$ cat src/shared/ssp_pkg.sv
package ssp_pkg;

  // ==========================================================
  // Register byte addresses
  localparam logic [31:0] ADDR_DATA_BUFFER = 32'hb7b01000;
  localparam logic [31:0] ADDR_STATUS = 32'hb7b01004;
  localparam logic [31:0] ADDR_IRQ_REQUEST = 32'hb7b01008;
  localparam logic [31:0] ADDR_IRQ_ENABLE = 32'hb7b0100c;
  localparam logic [31:0] ADDR_CONTROL = 32'hb7b01010;
  localparam logic [31:0] ADDR_TEST_CONTROL = 32'hb7b01014;

  // ==========================================================
  // Field positions
  localparam int STAT_BUSY_BIT = 0;
  localparam int STAT_OVERRUN_BIT = 1;
  localparam int IRQ_TX_DONE_BIT = 0;
  localparam int IRQ_RX_DONE_BIT = 1;
  localparam int IRQ_EMPTY_BIT = 2;
  localparam int CTRL_SLAVE_BIT = 4;
  localparam int CTRL_MSB_BIT = 5;
  localparam int TEST_LOOP_BIT = 7;

  // ==========================================================
  // Values after reset, counts and response codes
  localparam logic [7:0] REG_RESET = 8'h00;
  localparam logic [2:0] COUNT_LAST = 3'h7;
  localparam logic [4:0] DIV8_HALF_CYCLES = 5'h04;
  localparam logic [4:0] DIV16_HALF_CYCLES = 5'h08;
  localparam logic [4:0] DIV32_HALF_CYCLES = 5'h10;
  localparam logic [1:0] RESP_OKAY = 2'h0;
  localparam logic [1:0] RESP_SLVERR = 2'h2;

  // ==========================================================
  // Types
  typedef enum logic [1:0] {
    SSP_IDLE = 2'b00,
    SSP_LOAD = 2'b01,
    SSP_SHIFT = 2'b10
  } ssp_phase_t;

  typedef struct packed {
    ssp_phase_t phase;
    logic [7:0] tx_buf;
    logic tx_pending;
    logic [7:0] shift;
    logic [2:0] shift_count;
    logic [7:0] rx_buf;
    logic rx_unread;
    logic overrun_flag;
    logic [2:0] irq_request;
    logic [2:0] irq_enable;
    logic [1:0] shift_clock_divider_sel;
    logic slave_select_bit;
    logic msb_first_bit;
    logic loopback_enable;
    logic [4:0] div_cnt;
    logic sclk;
    logic clk_drive;
    logic sclk_in_prev;
    logic tx_out;
    logic irq;
    logic aw_held;
    logic [31:0] aw_addr;
    logic w_held;
    logic [7:0] w_data;
    logic w_strb0;
    logic awready;
    logic wready;
    logic bvalid;
    logic [1:0] bresp;
    logic arready;
    logic rvalid;
    logic [7:0] rdata;
    logic [1:0] rresp;
  } ssp_state_t;

  localparam ssp_state_t STATE_RESET = '{
    phase: SSP_IDLE,
    sclk: 1'b1,
    clk_drive: 1'b1,
    sclk_in_prev: 1'b1,
    tx_out: 1'b1,
    awready: 1'b1,
    wready: 1'b1,
    arready: 1'b1,
    default: '0
  };

endpackage

$ cat src/design/ssp_sync_serial_port.sv
module ssp_sync_serial_port (
  input wire logic clk,
  input wire logic rst_n,
  input wire logic [31:0] s_axi_awaddr,
  input wire logic s_axi_awvalid,
  output logic s_axi_awready,
  input wire logic [31:0] s_axi_wdata,
  input wire logic [3:0] s_axi_wstrb,
  input wire logic s_axi_wvalid,
  output logic s_axi_wready,
  output logic [1:0] s_axi_bresp,
  output logic s_axi_bvalid,
  input wire logic s_axi_bready,
  input wire logic [31:0] s_axi_araddr,
  input wire logic s_axi_arvalid,
  output logic s_axi_arready,
  output logic [31:0] s_axi_rdata,
  output logic [1:0] s_axi_rresp,
  output logic s_axi_rvalid,
  input wire logic s_axi_rready,
  input wire logic serial_rx_in,
  output logic serial_tx_out,
  input wire logic sclk_in,
  output logic sclk_out,
  output logic sclk_oe,
  output logic irq
);

  ssp_pkg::ssp_state_t state_reg;
  ssp_pkg::ssp_state_t state_next;

  logic wr_go;
  logic wr_buf;
  logic wr_stat;
  logic wr_irq;
  logic frame_done;
  logic ev_empty;
  logic ev_tx_done;
  logic ev_rx_done;
  logic ev_overrun;

  // ==========================================================
  // Next-state logic
  always_comb begin
    logic [4:0] half;
    logic fall;
    logic rise;
    logic rx_bit;
    logic [7:0] shifted;
    logic [7:0] rd;
    logic rd_ok;
    logic wr_ok;
    state_next = state_reg;
    half = ssp_pkg::DIV32_HALF_CYCLES;
    fall = 1'b0;
    rise = 1'b0;
    rx_bit = 1'b0;
    shifted = 8'h00;
    rd = 8'h00;
    rd_ok = 1'b0;
    wr_ok = 1'b0;
    wr_go = 1'b0;
    wr_buf = 1'b0;
    wr_stat = 1'b0;
    wr_irq = 1'b0;
    frame_done = 1'b0;
    ev_empty = 1'b0;
    ev_tx_done = 1'b0;
    ev_rx_done = 1'b0;
    ev_overrun = 1'b0;

    // ========================================================
    // Serial engine
    case (state_reg.shift_clock_divider_sel)
      2'b00: half = ssp_pkg::DIV8_HALF_CYCLES;
      2'b01: half = ssp_pkg::DIV16_HALF_CYCLES;
      default: half = ssp_pkg::DIV32_HALF_CYCLES;
    endcase
    rx_bit = state_reg.loopback_enable ? state_reg.tx_out : serial_rx_in;
    state_next.sclk_in_prev = sclk_in;
    case (state_reg.phase)
      ssp_pkg::SSP_LOAD: begin
        state_next.shift = state_reg.tx_buf;
        state_next.tx_pending = 1'b0;
        ev_empty = 1'b1;
        state_next.phase = ssp_pkg::SSP_SHIFT;
        state_next.div_cnt = 5'h00;
        state_next.shift_count = 3'h0;
      end
      ssp_pkg::SSP_SHIFT: begin
        if (!state_reg.slave_select_bit) begin
          // Master: toggle the driven clock every half period
          if (state_reg.div_cnt == half - 5'h01) begin
            state_next.div_cnt = 5'h00;
            state_next.sclk = ~state_reg.sclk;
            fall = state_reg.sclk;
            rise = ~state_reg.sclk;
          end else begin
            state_next.div_cnt = state_reg.div_cnt + 5'h01;
          end
        end else begin
          fall = state_reg.sclk_in_prev & ~sclk_in;
          rise = ~state_reg.sclk_in_prev & sclk_in;
        end
        if (fall) begin
          state_next.tx_out = state_reg.msb_first_bit ? state_reg.shift[7] : state_reg.shift[0];
        end
        if (rise) begin
          if (state_reg.msb_first_bit) begin
            shifted = {state_reg.shift[6:0], rx_bit};
          end else begin
            shifted = {rx_bit, state_reg.shift[7:1]};
          end
          state_next.shift = shifted;
          state_next.shift_count = state_reg.shift_count + 3'h1;
          if (state_reg.shift_count == ssp_pkg::COUNT_LAST) begin
            frame_done = 1'b1;
            state_next.rx_buf = shifted;
            ev_rx_done = 1'b1;
            ev_overrun = state_reg.rx_unread;
            state_next.rx_unread = 1'b1;
            if (state_reg.tx_pending) begin
              state_next.shift = state_reg.tx_buf;
              state_next.tx_pending = 1'b0;
              ev_empty = 1'b1;
            end else begin
              state_next.phase = ssp_pkg::SSP_IDLE;
              ev_tx_done = 1'b1;
            end
          end
        end
      end
      default: begin
        state_next.div_cnt = 5'h00;
      end
    endcase

    // ========================================================
    // Write channel
    if (s_axi_awvalid && state_reg.awready) begin
      state_next.aw_held = 1'b1;
      state_next.aw_addr = s_axi_awaddr;
    end
    if (s_axi_wvalid && state_reg.wready) begin
      state_next.w_held = 1'b1;
      state_next.w_data = s_axi_wdata[7:0];
      state_next.w_strb0 = s_axi_wstrb[0];
    end
    if (state_reg.bvalid && s_axi_bready) begin
      state_next.bvalid = 1'b0;
    end
    if (state_reg.aw_held && state_reg.w_held) begin
      wr_go = 1'b1;
      wr_ok = 1'b1;
      state_next.aw_held = 1'b0;
      state_next.w_held = 1'b0;
      state_next.bvalid = 1'b1;
      if (state_reg.aw_addr == ssp_pkg::ADDR_DATA_BUFFER) begin
        wr_buf = state_reg.w_strb0;
      end else if (state_reg.aw_addr == ssp_pkg::ADDR_STATUS) begin
        wr_stat = state_reg.w_strb0;
      end else if (state_reg.aw_addr == ssp_pkg::ADDR_IRQ_REQUEST) begin
        wr_irq = state_reg.w_strb0;
      end else if (state_reg.aw_addr == ssp_pkg::ADDR_IRQ_ENABLE) begin
        if (state_reg.w_strb0) begin
          state_next.irq_enable = state_reg.w_data[2:0];
        end
      end else if (state_reg.aw_addr == ssp_pkg::ADDR_CONTROL) begin
        if (state_reg.w_strb0) begin
          state_next.shift_clock_divider_sel = state_reg.w_data[1:0];
          state_next.slave_select_bit = state_reg.w_data[ssp_pkg::CTRL_SLAVE_BIT];
          state_next.msb_first_bit = state_reg.w_data[ssp_pkg::CTRL_MSB_BIT];
        end
      end else if (state_reg.aw_addr == ssp_pkg::ADDR_TEST_CONTROL) begin
        if (state_reg.w_strb0) begin
          state_next.loopback_enable = state_reg.w_data[ssp_pkg::TEST_LOOP_BIT];
        end
      end else begin
        wr_ok = 1'b0;
      end
      state_next.bresp = wr_ok ? ssp_pkg::RESP_OKAY : ssp_pkg::RESP_SLVERR;
    end
    if (wr_buf) begin
      state_next.tx_buf = state_reg.w_data;
      state_next.tx_pending = 1'b1;
      // A byte landing as the frame ends must still start the next frame
      if (state_next.phase == ssp_pkg::SSP_IDLE) begin
        state_next.phase = ssp_pkg::SSP_LOAD;
      end
    end
    if (wr_stat) begin
      state_next.overrun_flag = state_reg.w_data[ssp_pkg::STAT_OVERRUN_BIT];
      // Busy one while idle is ignored; count bits are never written
      if (state_reg.phase != ssp_pkg::SSP_IDLE && !state_reg.w_data[ssp_pkg::STAT_BUSY_BIT]) begin
        state_next.phase = ssp_pkg::SSP_IDLE;
        state_next.shift_count = 3'h0;
        state_next.tx_pending = 1'b0;
        state_next.div_cnt = 5'h00;
        state_next.sclk = 1'b1;
      end
    end
    if (wr_irq) begin
      state_next.irq_request = state_reg.irq_request & ~state_reg.w_data[2:0];
    end

    // ========================================================
    // Read channel
    if (state_reg.rvalid && s_axi_rready) begin
      state_next.rvalid = 1'b0;
    end
    if (s_axi_arvalid && state_reg.arready) begin
      rd_ok = 1'b1;
      if (s_axi_araddr == ssp_pkg::ADDR_DATA_BUFFER) begin
        rd = state_reg.rx_buf;
        state_next.rx_unread = 1'b0;
      end else if (s_axi_araddr == ssp_pkg::ADDR_STATUS) begin
        rd = {state_reg.shift_count, 3'h0, state_reg.overrun_flag, state_reg.phase != ssp_pkg::SSP_IDLE};
      end else if (s_axi_araddr == ssp_pkg::ADDR_IRQ_REQUEST) begin
        rd = {5'h00, state_reg.irq_request};
      end else if (s_axi_araddr == ssp_pkg::ADDR_IRQ_ENABLE) begin
        rd = {5'h00, state_reg.irq_enable};
      end else if (s_axi_araddr == ssp_pkg::ADDR_CONTROL) begin
        rd = {2'h0, state_reg.msb_first_bit, state_reg.slave_select_bit, 2'h0,
              state_reg.shift_clock_divider_sel};
      end else if (s_axi_araddr == ssp_pkg::ADDR_TEST_CONTROL) begin
        rd = {state_reg.loopback_enable, 7'h00};
      end else begin
        rd_ok = 1'b0;
      end
      state_next.rvalid = 1'b1;
      state_next.rdata = rd;
      state_next.rresp = rd_ok ? ssp_pkg::RESP_OKAY : ssp_pkg::RESP_SLVERR;
    end

    // ========================================================
    // Hardware events win over software clears
    if (ev_rx_done) begin
      state_next.rx_unread = 1'b1;
    end
    if (ev_overrun) begin
      state_next.overrun_flag = 1'b1;
    end
    state_next.irq_request = state_next.irq_request | {ev_empty, ev_rx_done, ev_tx_done};
    state_next.irq = |(state_next.irq_request & state_next.irq_enable);
    state_next.awready = !state_next.aw_held && !state_next.bvalid;
    state_next.wready = !state_next.w_held && !state_next.bvalid;
    state_next.arready = !state_next.rvalid;
    state_next.clk_drive = !state_next.slave_select_bit;
  end

  always_ff @(posedge clk or negedge rst_n) begin
    if (!rst_n) begin
      state_reg <= ssp_pkg::STATE_RESET;
    end else begin
      state_reg <= state_next;
    end
  end

  // ==========================================================
  // Outputs
  assign s_axi_awready = state_reg.awready;
  assign s_axi_wready = state_reg.wready;
  assign s_axi_bvalid = state_reg.bvalid;
  assign s_axi_bresp = state_reg.bresp;
  assign s_axi_arready = state_reg.arready;
  assign s_axi_rvalid = state_reg.rvalid;
  assign s_axi_rresp = state_reg.rresp;
  assign s_axi_rdata = {24'h000000, state_reg.rdata};
  assign serial_tx_out = state_reg.tx_out;
  assign sclk_out = state_reg.sclk;
  assign sclk_oe = state_reg.clk_drive;
  assign irq = state_reg.irq;
endmodule

$ cat config.mk
export PLATFORM = sky130hd
export DESIGN_NAME = ssp_sync_serial_port
export DESIGN_NICKNAME = d
export VERILOG_FILES = /design/src/shared/ssp_pkg.sv /design/src/design/ssp_sync_serial_port.sv
export SDC_FILE = /design/constraint.sdc
export NUM_CORES = 1
export LEC_CHECK = 0
export BUFFER_PORTS_ARGS = -buffer_cell sky130_fd_sc_hd__buf_4
export CAP_MARGIN = 5
export CORE_MARGIN = 5
export CORE_UTILIZATION = 50
export CTS_CLUSTER_SIZE = 8
export DETAILED_ROUTE_END_ITERATION = 8
export PLACE_DENSITY = 0.77
export SYNTH_ARGS = -nofsm -noshare
export SYNTH_HDL_FRONTEND = slang
export SYNTH_SLANG_ARGS = --single-unit
$ cat constraint.sdc
create_clock -name clk -period 3.7 [get_ports clk]
set_input_delay 0.37 -clock clk [delete_from_list [all_inputs] [get_ports clk]]
set_output_delay 0.37 -clock clk [all_outputs]
set_load 0.03 [all_outputs]
==> results.json <==
{
  "yosysWarnings": 0,
  "setup_viol": 0,
  "outcome": "finished clean",
  "clock_path_buffers": 2,
  "sw_frac_of_total_pct": 30.09,
  "cp_num_buf_inv": 1,
  "gp_congestion": 0.8960,
  "fin_crit_ns": 2.796,
  "dp_slack_ns": 0.8972,
  "antenna_cells": 0,
  "ys_top_cells_by_area": "dfrtp_1, mux2_2, buf_4",
  "cts_setup_buffers": 0,
  "dp_hpwl_mm": 8.654,
  "grt_pass1_wl_mm": 18.82,
  "reg2reg_depth": 10,
  "power_density_mw_per_mm2": 482.7,
  "synth_area_per_cell_sq_um": 11.50,
  "synthArstFlopShare_pct": 100.0,
  "synth_cell_type_count": 56,
  "start_util_pct": 51.57,
  "finalCoreUtilization_pct": 60.09,
  "setup_ws_ns": 0.9043,
  "crit_path_start": "state_reg[68]",
  "io_pins": 154,
  "grt.total_usage_pct": 18.02,
  "synthTopCellsByCount": "dfrtp_1, mux2_2, nand2_1, buf_4, o21ai_0",
  "first_pass_iters": 4,
  "synthCells": 465,
  "post-route-drc-count": 0,
  "reg2reg_from": "state_reg[68]",
  "worst_slew_pin_slew_ns": 0.7324,
  "cts-resized-gates": 0,
  "drv_cap": 0,
  "finalCritPeriodShare_pct": 75.56,
  "root_buffer": "clkbuf_8",
  "portBuffers": 100,
  "grt_max_degree": 59,
  "postCtsHoldBufs": 0,
  "netlist.area_leader.share_pct": 48.67,
  "cpMaxStageDelayCell": "a21oi_1",
  "worstPathRequired_ns": 3.97,
  "slowest_delay_ns": 0.59,
  "synth.most_common_cell": "dfrtp_1",
  "yosysTopAreaCell": "dfrtp_1",
  "fin_worst_skew_ns": 0.01541,
  "critPathMaxFanout": 9,
  "ys_seq_elements": 111,
  "path_cells": "and2_1, o21ai_0, a21oi_1, buf_4, ha_1, nor2b_1, o21a_1, a21oi_1, nor2b_1, a22o_1",
  "regToRegSetupSlack_ns": 0.90,
  "p_int_mw": 2.103,
  "nets": 670,
  "antenna_found_initial": 0,
  "holdWs_ns": 0.05642,
  "pwr-share-seq_pct": 55.9,
  "netlist_area_sq_mm": 0.005348,
  "rsz0062_at_grt": "no",
  "cts_sinks": 111,
  "final_max_slew_viol_count": 0,
  "fmax_mhz": 357.7,
  "avgViaCountPerCell": 5.426,
  "cts_tree": "done",
  "coreArea_sq_mm": 0.01037,
  "synth_flop_cell": "dfrtp_1",
  "r2r_end": "state_reg[94]",
  "grt_use_met3_pct": 4.350,
  "grt_pass1_vias": 3894,
  "endpoint_kind": "register",
  "grt.overflow.total": 0,
  "p_comb_share_pct": 21.4,
  "relSlewSlack_pct": 51.18,
  "n_fill_cell": 862,
  "use_met2_pct": 28.99,
  "wirelength_mm": 11.17,
  "largest_reg_flops": 92,
  "clkPwrFrac_pct": 22.7,
  "startpoint_type": "register",
  "ant_nets": 0,
  "finalHoldViolCount": 0,
  "num_rows": 37,
  "insertion_delay_ns": 0.37,
  "dieArea_sq_mm": 0.01286,
  "hold_path_class": "input port to async pin",
  "grt-busiest-layer": "met2",
  "leakagePower_nw": 2.887,
  "die_w_microns": 113.4,
  "vias": 3760,
  "clkTransAtPathRegs_ns": 0.11,
  "ir_drop_mv": 0.4389,
  "p_sw_mw": 0.9050,
  "synth_edf_count": 0,
  "crit_arrival_ns": 3.07,
  "drive_above_1_share_pct": 34.29,
  "wl_per_cell_microns": 16.11,
  "dieHeight_microns": 113.4,
  "drtIter0Drc": 111,
  "power_mw": 3.008,
  "critPathTopFamily": "compound AO/OA/AOI/OAI gates",
  "grtUsageMet1_pct": 23.70,
  "areaGrowthSynthToFinish_pct": 16.52,
  "htreeDepth": 3,
  "crit_type": "register to register",
  "ys_seq_area_share_pct": 52.11,
  "setup-tns-final_ns": 0,
  "numCtsBuffers": 9
}
[layer usage]
metal  vias to the layer above  part of all wire (%)  wire [microns]
li1                       1779                     -               -
met1                      1832                    43            4788
met2                       131                    47            5244
met3                        18                   8.3             928
met4                         0                   1.8             205
met5                         -                     0               0
[final cells by class]
cell class | instances | area [sq um] | area share (%)
tap | 136 | 170.2 | 2.731
multi-input combinational | 315 | 2275 | 36.51
timing repair buffer | 104 | 780.7 | 12.53
inverter | 11 | 41.29 | 0.6627
sequential | 111 | 2786 | 44.72
clock inverter | 5 | 46.29 | 0.7430
clock buffer | 11 | 131.4 | 2.108
[logic make-up (layout without fill, tap and decap cells)]
family / count (synthesis) / count (layout) / share of synthesized area (%)
AOI/OAI and AO/OA: 75 / 75 / 9.195
xor gates and xnor gates: 1 / 1 / 0.1638
adders and majority gates: 9 / 9 / 2.106
buffers and inverters: 64 / 131 / 7.113
DFF: 111 / 111 / 52.11
muxes: 76 / 76 / 15.56
other: 1 / 26 / 0.07012
and+or+nand+nor: 128 / 128 / 13.69
[through the flow]
| stage | instance area [sq um] | cells |
|---|---|---|
| after floorplan | 5441 | 490 |
| after global placement | 6053 | 677 |
| after detailed placement | 6053 | 677 |
| after CTS | 6231 | 693 |
| after global routing | 6231 | 693 |
| final | 6231 | 693 |
[cell usage in the layout (no fill, tap or decap), types with 4 or more instances in the layout]
master      n
mux2i_1    19
dfstp_2     7
inv_6       4
nand2_1    38
mux2_2     57
clkbuf_8    9
o21ai_0    28
nand4b_1    5
dfrtp_1   104
nand2b_1    4
nor2b_1     9
nand4_1     6
a22o_1     13
nand3_1     6
nor2_1     19
ha_1        9
inv_1      11
nand3b_1    4
a21oi_1    14
buf_4     104
or4_1       4
conb_1     26
nor4_1      7
[power by group through the flow]
stage | clock network, mW | logic (mW) | registers [mW]
after floorplan | 0 | 0.466 | 1.66
after global placement | 0 | 0.625 | 1.69
after detailed placement | 0 | 0.653 | 1.71
after CTS | 0.704 | 0.656 | 1.68
after global routing | 0.745 | 0.710 | 1.72
final | 0.683 | 0.645 | 1.68
[worst max path at each step]
stage                     slack (ns)  cells past startpoint              to
after floorplan                 1.09                     10             irq
after global placement          0.97                      6   state_reg[82]
after detailed placement        0.90                     10   state_reg[94]
after CTS                       0.89                      9  state_reg[101]
after global routing            0.66                     10   state_reg[94]
final                           0.90                     10   state_reg[94]
[worst register-to-register path: stages (launching register included)]
cell     delay (ns)
dfrtp_1        0.43
and2_1         0.17
o21ai_0        0.15
a21oi_1        0.08
buf_4          0.16
ha_1           0.17
nor2b_1        0.13
o21a_1         0.26
a21oi_1        0.59
nor2b_1        0.30
a22o_1         0.27
Note: power is estimated with default switching activity, not from simulation.
